--- src/clock_seq_pkg.sv ---
// shared constants and types for the clock return and wake sequencer
package clock_seq_pkg;

  // ****************************************
  // timing
  // ****************************************
  localparam int          CLK_SYS_MHZ    = 50;
  localparam int          CNT_W          = 11;
  localparam logic [10:0] STARTUP_EDGES  = 11'h400;  // 1024 primary edges
  localparam logic [10:0] HOLD_EDGES     = 11'h008;  // eight edges of the new clock
  localparam int          CPU_DELAY_US   = 5;        // least of the 5-10 us window
  localparam logic [7:0]  CPU_DELAY_CYC  = 8'(CPU_DELAY_US * CLK_SYS_MHZ);
  localparam int          STABLE_MS      = 4;
  localparam int          STABLE_CYC     = STABLE_MS * 1000 * CLK_SYS_MHZ;

  // ****************************************
  // clock select codes, also used for the running source
  // ****************************************
  localparam logic [1:0] SEL_PRIMARY   = 2'h0;
  localparam logic [1:0] SEL_SECONDARY = 2'h1;
  localparam logic [1:0] SEL_INTERNAL  = 2'h2;
  localparam logic [1:0] SEL_RESERVED  = 2'h3;

  // ****************************************
  // primary source configuration codes and the low RC internal frequency code
  // ****************************************
  localparam logic [2:0] CFG_LOW_POWER_CRYSTAL  = 3'h0;
  localparam logic [2:0] CFG_STANDARD_CRYSTAL   = 3'h1;
  localparam logic [2:0] CFG_HIGH_SPEED_CRYSTAL = 3'h2;
  localparam logic [2:0] CFG_EXTERNAL_CLOCK     = 3'h3;
  localparam logic [2:0] CFG_INTERNAL_RC        = 3'h4;
  localparam logic [2:0] IFS_LOW_RC             = 3'h0;

  // ****************************************
  // sequencer states
  // ****************************************
  typedef enum logic [2:0] {
    ST_BOOT  = 3'b000,
    ST_FINAL = 3'b001,
    ST_RUN   = 3'b010,
    ST_START = 3'b011,
    ST_HOLD  = 3'b100,
    ST_SLEEP = 3'b101,
    ST_WAKE  = 3'b110
  } seq_state_e;

  function automatic logic is_crystal(input logic [2:0] cfg);
    is_crystal = (cfg == CFG_LOW_POWER_CRYSTAL) || (cfg == CFG_STANDARD_CRYSTAL) ||
                 (cfg == CFG_HIGH_SPEED_CRYSTAL);
  endfunction : is_crystal

endpackage : clock_seq_pkg

--- src/edge_window_counter.sv ---
// counter of oscillator edges that restarts on every sequencer event
`timescale 1ns/1ps
module edge_window_counter
  import clock_seq_pkg::*;
(
  input  wire logic             clk_sys,    // system clock
  input  wire logic             reset,      // async reset, active high
  input  wire logic             restart,    // clear the count
  input  wire logic             edge_seen,  // one falling edge of the watched clock
  input  wire logic [CNT_W-1:0] target,     // edges to count
  output logic                  done        // target reached, held until restart
);

  typedef struct packed {
    logic [CNT_W-1:0] cnt;
    logic             done;
  } cnt_s;

  cnt_s r;
  cnt_s nx;

  always_comb begin
    nx = r;
    if (restart) begin
      nx.cnt  = '0;
      nx.done = 1'b0;
    end else if (edge_seen && !r.done) begin
      nx.cnt  = r.cnt + 11'h001;
      nx.done = (nx.cnt == target);
    end
  end

  always_ff @(posedge clk_sys or posedge reset) begin
    if (reset) begin
      r <= '0;
    end else begin
      r <= nx;
    end
  end

  assign done = r.done;

endmodule : edge_window_counter

--- src/clock_return_and_wake_sequencer.sv ---
// clock return, reset start-up and sleep wake sequencer
// Notes on behaviour
// - select 00 or secondary disable starts return
// - non-crystal primary skips start-up count
// - crystal waits 1024 edges, running on current
// - freeze phase, count eight new-clock edges
// - drop internal RC unless watchdog/monitor uses
// - secondary keeps running while enabled or while it is the source or target
// - reset clears select, no transition sequence
// - crystal reset holds core 1024 edges
// - two-speed runs internal RC during count
// - non-crystal reset waits short internal delay
// - timers in parallel, then one extra cycle
// - internal switch clears flags, stable after 4ms unless low RC selected
// - secondary needs enable, sets running flag
// - primary return sets started, clears running
// - sleep leaves select field untouched
// - any enabled interrupt wakes from sleep
// - wake on 00 with crystal waits both timers
// - wake on 01/10 waits CPU delay timer only
// - sleep during start-up count resumes primary
`timescale 1ns/1ps
module clock_return_and_wake_sequencer
  import clock_seq_pkg::*;
#(
  parameter int STABLE_DELAY = STABLE_CYC  // cycles until internal frequency is stable
) (
  input  wire logic       clk_sys,                    // system clock, 50 MHz
  input  wire logic       reset,                      // async reset, active high
  input  wire logic       sel_wr,                     // write strobe, clock select field
  input  wire logic [1:0] sel_wdata,                  // value written to clock select
  input  wire logic       sec_en_wr,                  // write strobe, secondary enable
  input  wire logic       sec_en_wdata,               // value written to secondary enable
  input  wire logic [2:0] primary_source_config,      // primary oscillator configuration
  input  wire logic [2:0] internal_freq_select,       // internal oscillator frequency
  input  wire logic       two_speed_en,               // two-speed start-up enabled
  input  wire logic       wdt_uses_irc,               // watchdog needs internal RC
  input  wire logic       fscm_uses_irc,              // clock monitor needs internal RC
  input  wire logic       sleep_cmd,                  // sleep instruction executed
  input  wire logic       wake_irq,                   // any enabled interrupt pending
  input  wire logic       prim_edge,                  // primary clock falling edge
  input  wire logic       sec_edge,                   // secondary clock falling edge
  input  wire logic       irc_edge,                   // internal RC falling edge
  output logic      [1:0] clock_select_field,         // selected clock source
  output logic            secondary_osc_enable,       // secondary oscillator enable bit
  output logic            primary_started_flag,       // running from primary
  output logic            internal_freq_stable_flag,  // internal frequency stable
  output logic            secondary_running_flag,     // running from secondary
  output logic      [1:0] sys_clk_source,             // source clocking the core
  output logic            phase_hold,                 // phases frozen in first phase
  output logic            cpu_run,                    // core executing
  output logic            sleeping,                   // device held in sleep
  output logic            prim_osc_en,                // primary oscillator powered
  output logic            irc_osc_en,                 // internal RC powered
  output logic            sec_osc_en                  // secondary oscillator powered
);

  localparam logic [17:0] STABLE_LAST = 18'(STABLE_DELAY - 1);

  typedef struct packed {
    seq_state_e  state;
    logic [1:0]  sel;
    logic        sec_en;
    logic [1:0]  src;
    logic [1:0]  tgt;
    logic        started;
    logic        freq_ok;
    logic        sec_live;
    logic        cpu_run;
    logic        phase_hold;
    logic        asleep;
    logic        prim_en;
    logic        irc_en;
    logic        sec_oen;
    logic [7:0]  cpu_tmr;
    logic [17:0] stable_tmr;
    logic        stable_busy;
  } seq_s;

  seq_s r;
  seq_s nx;

  logic ev_restart;
  logic start_done;
  logic hold_done;
  logic cpu_done;
  logic need_start;

  // ****************************************
  // decoding helpers
  // ****************************************
  // without the enable a secondary request falls back to primary; 11 means internal
  function automatic logic [1:0] resolve_sel(input logic [1:0] req, input logic en);
    if (req == SEL_RESERVED) begin
      resolve_sel = SEL_INTERNAL;
    end else if (req == SEL_SECONDARY && !en) begin
      resolve_sel = SEL_PRIMARY;
    end else begin
      resolve_sel = req;
    end
  endfunction : resolve_sel

  function automatic logic edge_of(input logic [1:0] s, input logic p, input logic c,
                                   input logic i);
    case (s)
      SEL_PRIMARY:   edge_of = p;
      SEL_SECONDARY: edge_of = c;
      default:       edge_of = i;
    endcase
  endfunction : edge_of

  assign cpu_done = (r.cpu_tmr == CPU_DELAY_CYC);
  assign need_start = (r.tgt == SEL_PRIMARY) && is_crystal(primary_source_config);

  // ****************************************
  // edge counters
  // ****************************************
  // any state change is a new event, so both windows start clean
  assign ev_restart = (nx.state != r.state);

  edge_window_counter u_start (
    .clk_sys   (clk_sys),
    .reset     (reset),
    .restart   (ev_restart),
    .edge_seen (prim_edge),
    .target    (STARTUP_EDGES),
    .done      (start_done)
  );

  edge_window_counter u_hold (
    .clk_sys   (clk_sys),
    .reset     (reset),
    .restart   (ev_restart),
    .edge_seen (edge_of(r.tgt, prim_edge, sec_edge, irc_edge)),
    .target    (HOLD_EDGES),
    .done      (hold_done)
  );

  // ****************************************
  // sequencer
  // ****************************************
  always_comb begin
    nx = r;
    // software reaches the control bits only while the core executes
    if (r.state == ST_RUN || r.state == ST_START) begin
      if (sec_en_wr) begin
        nx.sec_en = sec_en_wdata;
        if (!sec_en_wdata && r.sel == SEL_SECONDARY) begin
          nx.sel = SEL_PRIMARY;
        end
      end
      if (sel_wr) begin
        nx.sel = resolve_sel(sel_wdata, nx.sec_en);
      end
    end
    if (r.stable_busy) begin
      if (r.stable_tmr == STABLE_LAST) begin
        nx.freq_ok     = 1'b1;
        nx.stable_busy = 1'b0;
      end else begin
        nx.stable_tmr = r.stable_tmr + 18'h00001;
      end
    end
    case (r.state)
      ST_BOOT, ST_WAKE: begin
        if (!cpu_done) begin
          nx.cpu_tmr = r.cpu_tmr + 8'h01;
        end
        if (cpu_done && (!need_start || start_done)) begin
          if (r.state == ST_BOOT) begin
            nx.state = ST_FINAL;
          end else begin
            nx.state      = ST_RUN;
            nx.src        = r.tgt;
            nx.cpu_run    = 1'b1;
            nx.phase_hold = 1'b0;
            nx.asleep     = 1'b0;
            nx.started    = (r.tgt == SEL_PRIMARY);
            nx.sec_live   = (r.tgt == SEL_SECONDARY);
          end
        end else if (cpu_done && need_start && two_speed_en) begin
          nx.src        = SEL_INTERNAL;
          nx.cpu_run    = 1'b1;
          nx.phase_hold = 1'b0;
          nx.asleep     = 1'b0;
        end
      end
      ST_FINAL: begin
        nx.state      = ST_RUN;
        nx.src        = SEL_PRIMARY;
        nx.cpu_run    = 1'b1;
        nx.phase_hold = 1'b0;
        nx.started    = 1'b1;
        nx.sec_live   = 1'b0;
      end
      ST_RUN: begin
        if (nx.sel != r.src) begin
          nx.tgt = nx.sel;
          if (nx.sel == SEL_PRIMARY && is_crystal(primary_source_config)) begin
            nx.state = ST_START;
          end else begin
            nx.state = ST_HOLD;
          end
          if (nx.sel != SEL_PRIMARY) begin
            nx.started = 1'b0;
          end
          if (nx.sel == SEL_INTERNAL) begin
            nx.sec_live    = 1'b0;
            nx.freq_ok     = 1'b0;
            nx.stable_tmr  = '0;
            nx.stable_busy = (internal_freq_select != IFS_LOW_RC);
          end
        end else if (sleep_cmd) begin
          nx.state = ST_SLEEP;
        end
      end
      ST_START: begin
        // the core keeps executing on the old source while the crystal starts
        if (start_done) begin
          nx.state = ST_HOLD;
        end else if (sleep_cmd) begin
          nx.state = ST_SLEEP;
        end
      end
      ST_HOLD: begin
        if (hold_done) begin
          nx.state      = ST_RUN;
          nx.src        = r.tgt;
          nx.cpu_run    = 1'b1;
          nx.phase_hold = 1'b0;
          if (r.tgt == SEL_PRIMARY) begin
            nx.started = 1'b1;
            nx.sec_live = 1'b0;
          end else if (r.tgt == SEL_SECONDARY) begin
            nx.sec_live = 1'b1;
          end
        end
      end
      ST_SLEEP: begin
        if (wake_irq) begin
          nx.state   = ST_WAKE;
          nx.tgt     = r.sel;
          nx.cpu_tmr = '0;
        end
      end
      default: begin
        nx.state = ST_BOOT;
      end
    endcase
    if (nx.state == ST_HOLD) begin
      nx.phase_hold = 1'b1;
      nx.cpu_run    = 1'b0;
    end
    if (nx.state == ST_SLEEP) begin
      nx.asleep     = 1'b1;
      nx.phase_hold = 1'b1;
      nx.cpu_run    = 1'b0;
    end
    // ****************************************
    // oscillator power
    // ****************************************
    nx.prim_en = (nx.state != ST_SLEEP) &&
                 (nx.src == SEL_PRIMARY || nx.tgt == SEL_PRIMARY);
    nx.irc_en  = wdt_uses_irc || fscm_uses_irc ||
                 ((nx.state != ST_SLEEP) &&
                  (nx.src == SEL_INTERNAL || nx.tgt == SEL_INTERNAL));
    nx.sec_oen = nx.sec_en ||
                 ((nx.state != ST_SLEEP) &&
                  (nx.src == SEL_SECONDARY || nx.tgt == SEL_SECONDARY));
  end

  // reset lands on the primary with no transition sequence
  always_ff @(posedge clk_sys or posedge reset) begin
    if (reset) begin
      r            <= '0;
      r.state      <= ST_BOOT;
      r.sel        <= SEL_PRIMARY;
      r.src        <= SEL_PRIMARY;
      r.tgt        <= SEL_PRIMARY;
      r.phase_hold <= 1'b1;
      r.prim_en    <= 1'b1;
    end else begin
      r <= nx;
    end
  end

  assign clock_select_field        = r.sel;
  assign secondary_osc_enable      = r.sec_en;
  assign primary_started_flag      = r.started;
  assign internal_freq_stable_flag = r.freq_ok;
  assign secondary_running_flag    = r.sec_live;
  assign sys_clk_source            = r.src;
  assign phase_hold                = r.phase_hold;
  assign cpu_run                   = r.cpu_run;
  assign sleeping                  = r.asleep;
  assign prim_osc_en               = r.prim_en;
  assign irc_osc_en                = r.irc_en;
  assign sec_osc_en                = r.sec_oen;
endmodule : clock_return_and_wake_sequencer

--- config.mk ---
export PLATFORM = sky130hd
export DESIGN_NAME = clock_return_and_wake_sequencer
export DESIGN_NICKNAME = d
export VERILOG_FILES = /design/src/clock_seq_pkg.sv /design/src/edge_window_counter.sv /design/src/clock_return_and_wake_sequencer.sv
export SDC_FILE = /design/constraint.sdc
export NUM_CORES = 1
export LEC_CHECK = 0
export BUFFER_PORTS_ARGS = -buffer_cell sky130_fd_sc_hd__buf_2
export CORE_MARGIN = 2
export CORE_UTILIZATION = 55
export DETAILED_ROUTE_END_ITERATION = 10
export PLACE_DENSITY_LB_ADDON = 0.15
export SYNTH_ARGS = -nofsm -noshare
export SYNTH_HDL_FRONTEND = slang
export SYNTH_HIERARCHICAL = 1
export SYNTH_SLANG_ARGS = --single-unit
--- constraint.sdc ---
create_clock -name clk_sys -period 9.06 [get_ports clk_sys]
set_input_delay 0.453 -clock clk_sys [delete_from_list [all_inputs] [get_ports clk_sys]]
set_output_delay 0.453 -clock clk_sys [all_outputs]
set_load 0.02 [all_outputs]
== Yosys cells after proc, flatten, opt, wreduce, memory -nomap -nowiden ==
Cells that the tools add are included.

* Register bits after elaboration: 70
* Bits of input ports: 21
* Output and inout bits: 14

* $add $sub $neg: 4
* Equality and inequality tests: 40
* Multiplexer cells: 60
* Reductions and logical operators: 48

{| class="wikitable"
|+ Operators with widths
! cell !! number
|-
| 19-bit two-way mux || 4
|-
| 12-bit two-way mux || 4
|-
| 3-bit two-way mux || 14
|-
| 2-bit two-way mux || 12
|-
| 11-bit by 1-bit adder with 11-bit output (second input constant) || 2
|-
| 18-bit by 1-bit adder with 18-bit output (second input constant) || 1
|-
| 18-bit equality test (second input constant) || 1
|-
| 18-bit two-way mux || 1
|-
| 3-bit case mux with 6 select lines || 1
|-
| 8-bit two-way mux || 2
|-
| 8-bit case mux with 2 select lines || 1
|-
| 3-bit equality test (second input constant) || 5
|-
| 7-bit AND reduction || 2
|-
| 1-bit two-way mux || 13
|-
| 1-bit logical AND || 12
|-
| 2-bit case mux with 3 select lines || 2
|-
| 11-bit equality test (second input constant) || 1
|-
| 11-bit by 4-bit equality test with 1-bit output (second input constant) || 1
|-
| 2-bit by 1-bit equality test with 1-bit output (second input constant) || 5
|-
| 1-bit logical OR || 10
|-
| 2-bit inequality test (second input constant) || 5
|-
| 5-bit inequality test (second input constant) || 2
|-
| 2-bit nonzero test || 5
|-
| 3-bit by 2-bit equality test with 1-bit output (second input constant) || 3
|-
| 24 further kinds || 43
|}

== Depth between registers and ports, before layout ==
Gate-level depths: netlist of the first run.

* Word-level depth: 19
* Depth in mapped cells: 12

== Modules after synthesis ==
Netlist of the first run, hierarchy kept.

{| class="wikitable"
|+ By module, submodules not included
! module !! instances !! cells an instance !! area each (um^2)
|-
| clock_return_and_wake_sequencer || 1 || 325 || 2886.5
|-
| edge_window_counter || 2 || 105 || 907.1
|}

== Least setup slack after synthesis of the first run ==
No wires, ideal clock.

* Kind: reg2reg
* From: register r[36] (netlist name)
* To: register u_hold.r, in the netlist u_hold/done
* Setup time: 101 ps
* Arrival time: 3133 ps
* Path slack: 5827 ps
* Cell stages (with the launch flop): 12
* Path through: dfrtp_1 > clkbuf_1 > or3_1 > o211ai_1 > o22a_1 > o21a_1 > o41a_1 > o221ai_1 > nor4b_1 > nand2_1 > or4_1 > o32ai_1

{| class="wikitable"
|+ RTL lines
! what !! RTL line !! text
|-
| to (signal assigned) || edge_window_counter.sv:37 || <nowiki>r <= nx;</nowiki>
|-
| to (decl) || edge_window_counter.sv:19 || <nowiki>cnt_s r;</nowiki>
|}

==> results of run 1 <==
final cells by class:
class                      instances  area share
multi-input combinational        447       0.546
sequential                        70       0.334
timing repair buffer              35      0.0339
tap                              105      0.0250
clock buffer                       9      0.0236
clock inverter                     7      0.0196
inverter                          24      0.0172
cell usage after synthesis, types with 8 or more instances:
library cell  instances
a31oi_1               8
xor2_1               18
nor2_1               49
nand2_1              39
dfrtp_1              68
nand4_1              12
a21oi_1              32
clkbuf_1             14
o21ai_0              29
nor3_1               12
o211ai_1              9
nand2b_1             13
buf_2                 8
or3_1                21
inv_1                24
nand3_1              22
mux2i_1              13
xnor2_1              26
cells in the final DEF (no fill, tap or decap), drive strengths merged, types with 24 or more instances in the layout:
cell   synthesis  final
inv           24     27
conb           2     38
a21oi         33     33
o21ai         32     32
buf           16     35
xnor2         26     26
nor2          49     49
dfrtp         68     68
nand2         39     39
nand3         24     24
kinds of logic after synthesis:
logic type | synth area share
AND/OR/NAND/NOR | 0.247
AO/OA/AOI/OAI | 0.188
flip-flops | 0.373
buffers and inverters | 0.0500
XOR/XNOR | 0.0889
multiplexers | 0.0378
adder cells (fa/ha/maj) | 0.0133
other | 0.00160
sequential cells by signal (all words and copies together) (netlist names), 2 cells and up:
name,count
sys_clk_source,2
u_start/r,11
r,32
u_hold/r,11
clock_select_field,2
stage by stage:
step	utilization	area, µm²	total power, µW	setup WS, ns	std cells
6_report	0.635	5250	1410	4.67	697
5_1_grt	0.635	5250	1530	4.23	697
4_1_cts	0.635	5250	1420	4.80	697
3_5_place_dp	0.608	5020	1120	4.86	681
3_3_place_gp	0.608	5020	1100	4.99	681
2_1_floorplan	-	4840	986	5.83	571
worst register-to-register path, stage by stage (launching register included):
cell and delay, ns:
dfrtp_1 0.97, nand3b_4 0.33, mux2i_2 0.40, inv_1 0.19, xnor2_1 0.27, o211ai_1 0.19
a31oi_2 0.32, o221ai_2 0.12, buf_4 0.26, nor4b_1 0.36, nand2_1 0.09, or4_1 0.51
o32ai_1 0.29
path summary, 6_finish.rpt:
kind,start,end,slack (ns),cells past startpoint
setup / recovery,r[45]$_DFF_PP0_,u_start/done$_DFFE_PP0P_,4.67,12
hold / removal,reset,u_start/r[1]$_DFFE_PP0P_,0.13,2
setup reg to reg,r[45]$_DFF_PP0_,u_start/done$_DFFE_PP0P_,4.67,12
hold reg to reg,primary_started_flag$_DFFE_PP0P_,primary_started_flag$_DFFE_PP0P_,0.50,1
max in group asynchronous,reset,r[2]$_DFF_PP0_,8.14,2
min in group clk_sys,internal_freq_select[2],r[0]$_DFF_PP0_,0.36,3
report_power, final:
part	internal, µW	total (µW)	switching, µW
combinational	232	566	335
sequential	415	556	141
clock	158	291	133
routing by layer:
metal / wire length [µm] / share of wire / vias to the layer above
li1: - / - / 1988
met3: 588 / 0.058 / 12
met5: 0 / 0 / -
met2: 4720 / 0.47 / 98
met1: 4680 / 0.46 / 1880
met4: 102 / 0.010 / 0
==> impl_metrics.json, run 1 <==
{
  "cp_data_required_time_ns": 9.31,
  "ys_seq_elements": 70,
  "htreeDepth": 3,
  "synthFlopType": "dfrtp_1",
  "synth.distinct_cells": 73,
  "cts_sinks": 70,
  "nets": 613,
  "crit_chain": "nand3b_4 -> mux2i_2 -> inv_1 -> xnor2_1 -> o211ai_1 -> a31oi_2 -> o221ai_2 -> buf_4 -> nor4b_1 -> nand2_1 -> or4_1 -> o32ai_1",
  "fp.dieW_um": 96.5,
  "grt_pass1_wl_um": 16600,
  "start_util": 0.569,
  "io_pins": 35,
  "startpoint_type": "flop",
  "cts-root-buf": "clkbuf_8",
  "synth_top_area_share": 0.362,
  "crit_path_end_kind": "flop",
  "clk_pin_slew_ns": 0.08,
  "hp-class": "in2async",
  "fmax_mhz": 228,
  "first_global_vias": 3642,
  "crit_family": "simple AND/OR/NAND/NOR gates",
  "drive_above_1_share": 0.128,
  "grt.busiest_layer": "met2",
  "syn_area_um2": 4700,
  "postCtsSetupBuffers": 0,
  "die-area_um2": 9300,
  "core-area_um2": 8260,
  "cp_num_buf_inv": 2,
  "max-slew-margin-rel": 0.220,
  "ant_nets": 0,
  "ys_async_sr_fraction": 1.00,
  "grt_util_met2": 0.363,
  "post-route-period-util": 0.484,
  "worstPathMaxFanout": 32,
  "peakVddDrop_mv": 0.132,
  "p_leak_uw": 0.00219,
  "hold-worst-slack_ns": 0.133,
  "drt_iter0_markers": 275,
  "rsz0062_at_grt": "no",
  "cts_buffers": 9,
  "syn_inst": 535,
  "hold_violations": 0,
  "dr.pass1.iters": 5,
  "power_density_nw_per_um2": 269,
  "cp.arrival_ns": 4.64,
  "synth_enable_flop_cells": 0,
  "fill_cells": 725,
  "postCtsHoldBufs": 0,
  "multi_input_area_um2": 2870,
  "synth-warning-count": 6,
  "ys_seq_area_frac": 0.373,
  "diodes": 0,
  "grt_start_max_net_pins": 47,
  "yosysTopAreaCell": "dfrtp_1",
  "cap_violations": 0,
  "maxSlewViolCount": 0,
  "worst_slew_pin_slew_ns": 1.17,
  "regArea_um2": 1750,
  "post_drt_via_cell_ratio": 5.71,
  "routabilityCongestion": 0.879,
  "syn_avg_cell_area_um2": 8.79,
  "grt.met3_usage": 0.0621,
  "num_vias": 3978,
  "fin_worst_skew_ns": 0.0153,
  "status": "complete, no violations",
  "slowest_stage": "dfrtp_1",
  "cts_buffer_depth": 2,
  "synthTopCellsByArea": "dfrtp_1 (36%), xnor2_1 (4.8%), nor2_1 (3.9%), a21oi_1 (3.4%), xor2_1 (3.4%)",
  "grt_use_total": 0.229,
  "wl_per_cell_um": 14.5,
  "final.min_clock_period_ns": 4.39,
  "path_class": "reg2reg",
  "met1_usage": 0.306,
  "area_growth_pct": 11.6,
  "grt_overflow": 0,
  "totalWireLength_um": 10100,
  "setup_viol": 0,
  "ctsResizeCount": 0,
  "die_h_um": 96.5,
  "drc": 0,
  "finalSetupTns_ns": 0,
  "clkLatencyLatePin_ns": 0.37,
  "place_hpwl_um": 7170,
  "portBuffers": 34,
  "row_count": 33,
  "cp_slowest_stage_delay_ns": 0.97,
  "tritoncts": "yes",
  "grt_antenna_before_repair": 1
}
(Power assumes the default switching activity.)
==> run 2, diff against run 1 <==
==> constraint.sdc (replaced) <==
create_clock -name clk_sys -period 3.6 [get_ports clk_sys]
set_input_delay 0.18 -clock clk_sys [delete_from_list [all_inputs] [get_ports clk_sys]]
set_output_delay 0.18 -clock clk_sys [all_outputs]
set_load 0.02 [all_outputs]
==> run 2 against run 1 <==
Global-route usage rose by 1.0 points. Setup slack worse by 4.5 ns. Wire length grew 2.8%. Clock power is 110% higher. Count of clock-buffer cells in the layout did not move. Register-to-register slack worse by 4.5 ns. Core utilization up 0.52 points.
==> impl_metrics.json, run 2 (synthesis gave the netlist of run 1 again) <==
{
  "status": "complete, no violations",
  "post_drt_via_cell_ratio": 5.72,
  "crit_chain": "nand3b_4 -> or4b_4 -> a21oi_4 -> o211ai_1 -> a31oi_2 -> o221ai_2 -> nor4b_1 -> nand2_1 -> or4_1 -> o32ai_1",
  "crit_path_end_kind": "flop",
  "core-area_um2": 8260,
  "first_global_vias": 3661,
  "hp-class": "in2reg",
  "final_common_cell": "dfrtp_1",
  "maxSlewViolCount": 0,
  "hold_violations": 0,
  "final.min_clock_period_ns": 3.43,
  "clk_pin_slew_ns": 0.08,
  "slowest_stage": "or4b_4",
  "die_h_um": 96.5,
  "cp.arrival_ns": 3.66,
  "ant_nets": 0,
  "setup_viol": 0,
  "die-area_um2": 9300,
  "clkLatencyLatePin_ns": 0.35,
  "cap_violations": 0,
  "routabilityCongestion": 0.986,
  "worstPathMaxFanout": 5,
  "drt_iter0_markers": 198,
  "grt.busiest_layer": "met2",
  "max-slew-margin-rel": 0.355,
  "totalWireLength_um": 10400,
  "p_leak_uw": 0.00222,
  "startpoint_type": "flop",
  "grt_util_met2": 0.387,
  "grt_use_total": 0.239,
  "hp-start": "internal_freq_select[1]",
  "worst-r2r-cell-count": 10,
  "rsz0062_at_grt": "no",
  "met1_usage": 0.326,
  "drc": 0,
  "start_util": 0.569,
  "cp_slowest_stage_delay_ns": 0.58,
  "swShare": 0.437,
  "clkPwrFrac": 0.175,
  "totalPowerFinal_uw": 3540,
  "peakVddDrop_mv": 0.368,
  "grt_overflow": 0,
  "area_growth_pct": 12.5,
  "dr.pass1.iters": 5,
  "postCtsSetupBuffers": 0,
  "crit_start": "r[45]$_DFF_PP0_",
  "layout_common_cells": "dfrtp_1 (68), nor2_1 (49), nand2_1 (39)",
  "tritoncts": "yes",
  "portBuffers": 34,
  "grt_antenna_before_repair": 0,
  "fin_worst_skew_ns": 0.0109,
  "largest_register_ffs": 32,
  "dp_slack_ns": 0.227,
  "worst_slew_pin_slew_ns": 0.966,
  "grt_start_max_net_pins": 47,
  "share_comb_of_total_power": 0.455,
  "cts_sinks": 70,
  "p_sw_uw": 1550,
  "fill_cells": 720,
  "cts-root-buf": "clkbuf_8",
  "largest_registers": "r: 32 flops, u_hold/r: 11 flops, u_start/r: 11 flops",
  "r2r_start": "r[45]$_DFF_PP0_",
  "fmax_mhz": 292,
  "fin_ws_ns": 0.171,
  "regMostFlops": "r",
  "post-route-period-util": 0.952,
  "multi_input_area_um2": 2880,
  "place_hpwl_um": 7600,
  "cts_buffers": 9,
  "finalSetupTns_ns": 0,
  "row_count": 33,
  "cp_data_required_time_ns": 3.83,
  "min_path_cells": 3,
  "power_density_nw_per_um2": 669,
  "r2r_setup_slack_ns": 0.17,
  "crit_end": "u_hold/done$_DFFE_PP0P_",
  "cell_internal_pwr_uw": 1990,
  "grt_pass1_wl_um": 17300,
  "drive_above_1_share": 0.140,
  "seqPwrFrac": 0.370,
  "htreeDepth": 3,
  "wl_per_cell_um": 14.7,
  "grt.met3_usage": 0.0365,
  "diodes": 0,
  "timing.rr.end": "u_hold/done$_DFFE_PP0P_",
  "regArea_um2": 1750,
  "nets": 622,
  "fp.dieW_um": 96.5,
  "path_class": "reg2reg",
  "num_vias": 4037,
  "cts_buffer_depth": 2,
  "io_pins": 35
}
## run 2: cell count changes in the layout (fill, tap and decap cells not counted), sizes merged
cell         previous run  this run
bufinv                  2         1
inv                    27        24
dlygate4sd3             0         1
clkinvlp                1         2
buf                    35        43
clkinv                  1         4
## run 2: final cells by class
class	instances	share of cell area
timing repair buffer	44	0.0469
inverter	24	0.0170
clock inverter	7	0.0123
multi-input combinational	447	0.544
clock buffer	9	0.0234
tap	105	0.0248
sequential	70	0.332
## run 2: what timing repair did
action                     in CTS  in global routing
setup endpoints to repair       0                  1
hold buffers                    1                  0
gates resized for setup         0                  1
hold endpoints to repair       24                  0
## run 2: power by group through the flow
stage	clock, µW	combinational [µW]	sequential, µW
2_1_floorplan	0	1190	1290
3_3_place_gp	0	1550	1300
3_5_place_dp	0	1590	1320
4_1_cts	637	1600	1310
5_1_grt	667	1790	1350
6_report	621	1610	1310
## run 2: worst min-delay path by stage
| stage | to |
|---|---|
| finish | r[0]$_DFF_PP0_ |
| detailed placement | u_hold/r[1]$_DFFE_PP0P_ |
| floorplan | u_hold/done$_DFFE_PP0P_ |
| global placement | u_hold/r[1]$_DFFE_PP0P_ |
| CTS | r[0]$_DFF_PP0_ |
| global route | r[0]$_DFF_PP0_ |
## run 2: through the flow
stage | hold WS [ns] | cell area, µm² | std cells | util
2_1_floorplan | 0.0447 | 4840 | 571 | -
3_3_place_gp | 0.262 | 5080 | 689 | 0.615
3_5_place_dp | 0.270 | 5080 | 689 | 0.615
4_1_cts | 0.0945 | 5280 | 706 | 0.639
5_1_grt | 0.122 | 5290 | 706 | 0.640
6_report | 0.105 | 5290 | 706 | 0.640
## run 2: critical path: cells and delay by family, from the launching register on
kind               cells  cell delay, ns
DFF                    1            0.40
AOI/OAI and AO/OA      5            1.18
and+or+nand+nor        5            1.73
## run 2: routing by layer
| layer | vias to the layer above | share of wire |
|---|---|---|
| met5 | - | 0 |
| met4 | 0 | 0.018 |
| met3 | 23 | 0.039 |
| met2 | 89 | 0.48 |
| met1 | 1922 | 0.46 |
| li1 | 2003 | - |
==> run 3, diff against run 2 <==
--- a/config.mk
+++ b/config.mk
@@ -6,6 +6,7 @@
 export NUM_CORES = 1
 export LEC_CHECK = 0
 export BUFFER_PORTS_ARGS = -buffer_cell sky130_fd_sc_hd__buf_2
+export CORE_ASPECT_RATIO = 0.8
 export CORE_MARGIN = 2
 export CORE_UTILIZATION = 55
 export DETAILED_ROUTE_END_ITERATION = 10
==> run 3 against run 2 <==
Global-route usage decreased by 0.35 points. Sequential cell count did not move. Critical path type unchanged. Highest routed layer unchanged. Design area hardly changed.
==> impl_metrics.json, run 3 (synthesis gave the netlist of run 1 again) <==
{
  "status": "complete, no violations",
  "max-slew-margin-rel": 0.316,
  "grt_pass1_wl_um": 17600,
  "seqPwrFrac": 0.371,
  "fin_worst_skew_ns": 0.0101,
  "cts-root-buf": "clkbuf_8",
  "p_leak_uw": 0.00221,
  "worst-r2r-cell-count": 10,
  "timing.rr.end": "u_start/done$_DFFE_PP0P_",
  "routabilityCongestion": 0.884,
  "grt_start_max_net_pins": 47,
  "peakVddDrop_mv": 0.426,
  "power_density_nw_per_um2": 665,
  "hold_violations": 0,
  "finalSetupTns_ns": 0,
  "crit_path_end_kind": "flop",
  "crit_start": "r[45]$_DFF_PP0_",
  "portBuffers": 34,
  "grt_overflow": 0,
  "die-area_um2": 9310,
  "totalWireLength_um": 10500,
  "row_count": 30,
  "clkLatencyLatePin_ns": 0.36,
  "num_vias": 4036,
  "ant_nets": 0,
  "start_util": 0.559,
  "drt_iter0_markers": 224,
  "clk_pin_slew_ns": 0.09,
  "fill_cells": 730,
  "cts_buffer_depth": 2,
  "htreeDepth": 3,
  "final_common_cell": "dfrtp_1",
  "cell_internal_pwr_uw": 1940,
  "tritoncts": "yes",
  "ctsResizeCount": 0,
  "core-area_um2": 8410,
  "r2r_setup_slack_ns": 0.21,
  "fmax_mhz": 295,
  "cts_buffers": 9,
  "cap_violations": 0,
  "first_global_vias": 3734,
  "fp.dieW_um": 107,
  "dr.pass1.iters": 5,
  "swShare": 0.449,
  "r2r_start": "r[45]$_DFF_PP0_",
  "wl_per_cell_um": 14.7,
  "maxSlewViolCount": 0,
  "wl_met2_um": 4850,
  "hp-class": "in2reg",
  "dr_wl_met3_um": 579,
  "drc": 0,
  "final.min_clock_period_ns": 3.39,
  "grt_antenna_before_repair": 0,
  "path_class": "reg2reg",
  "layout_common_cells": "dfrtp_1 (68), nor2_1 (49), nand2_1 (39)",
  "cp.arrival_ns": 3.64,
  "worst_slew_pin_slew_ns": 1.02,
  "clkPwrFrac": 0.178,
  "top_layer_used": "met4",
  "largest_register_ffs": 32,
  "cp_data_required_time_ns": 3.86,
  "largest_registers": "r: 32 flops, u_hold/r: 11 flops, u_start/r: 11 flops",
  "die_h_um": 86.7,
  "share_comb_of_total_power": 0.451,
  "p_sw_uw": 1580,
  "diodes": 0,
  "drive_above_1_share": 0.140,
  "crit_end": "u_start/done$_DFFE_PP0P_",
  "io_pins": 35,
  "hold-worst-slack_ns": 0.111,
  "area_growth_pct": 12.4,
  "post-route-period-util": 0.941,
  "grt_use_total": 0.236,
  "startpoint_type": "flop",
  "nets": 622,
  "worstPathMaxFanout": 5,
  "cts_sinks": 70,
  "drt-met1-wl_um": 4970,
  "post_drt_via_cell_ratio": 5.66,
  "rsz0062_at_grt": "no",
  "regMostFlops": "r",
  "setup_viol": 0,
  "place_hpwl_um": 7560
}
## run 3: changes by cell type in the layout (fill, tap and decap cells not counted)
cell,change
bufinv_16,-1
clkinv_2,-4
clkinv_4,+1
inv_6,+2
inv_8,+2
o311ai_2,+1
o311ai_4,-1
## run 3: worst min path at each step
| stage | startpoint | endpoint | slack, ns | cells after the start |
|---|---|---|---|---|
| after floorplan | reset | u_hold/done$_DFFE_PP0P_ | 0.04 | 1 |
| after global placement | reset | u_hold/r[1]$_DFFE_PP0P_ | 0.24 | 2 |
| after detailed placement | reset | u_start/r[6]$_DFFE_PP0P_ | 0.25 | 2 |
| after CTS | internal_freq_select[0] | r[0]$_DFF_PP0_ | 0.09 | 3 |
| after global routing | internal_freq_select[2] | r[0]$_DFF_PP0_ | 0.1 | 3 |
| final | internal_freq_select[0] | r[0]$_DFF_PP0_ | 0.11 | 3 |
## run 3: power groups by stage
stage               Sequential, µW  Combinational (µW)  Clock (µW)
floorplan                     1290                1190           0
global placement              1300                1540           0
detailed placement            1310                1580           0
CTS                           1300                1580         641
global route                  1350                1760         672
finish                        1300                1590         626
## run 3: routing by layer
layer | vias to the layer above | global-route usage
met5 | - | 0
met4 | 0 | 0.0559
met3 | 13 | 0.0474
met2 | 115 | 0.381
met1 | 1903 | 0.330
li1 | 2005 | -
## run 3: cell type report
class	instances	area, µm²	share of cell area
Timing Repair Buffer	44	248	0.0469
Multi-Input combinational cell	447	2870	0.542
Clock inverter	7	63.8	0.0121
Sequential cell	70	1750	0.332
Clock buffer	9	124	0.0234
Tap cell	112	140	0.0265
Inverter	24	90.1	0.0170
## run 3: through the flow
step                      power (µW)  worst slack, ns  instance area [µm²]   util  std cells
after CTS                       3520            0.244                 5290  0.629        713
final                           3510            0.214                 5290  0.629        713
after detailed placement        2890            0.285                 5090  0.605        696
after floorplan                 2480            0.367                 4840      -        571
after global routing            3780           0.0366                 5290  0.629        713
after global placement          2840            0.410                 5090  0.605        696
## run 3: timing repair
action                    in CTS  in global routing
hold endpoints to repair      24                  0
setup buffers                  0                  0
hold buffers                   1                  0
## run 3: worst max-delay path, stage by stage, from the launching register on
cell      delay, ns
dfrtp_1        0.41
nand3b_1       0.22
o311ai_2       0.51
and3_4         0.29
o211ai_1       0.12
a31oi_2        0.33
o221ai_2       0.19
nor4b_1        0.34
nand2_1        0.08
or4_1          0.51
o32ai_1        0.28
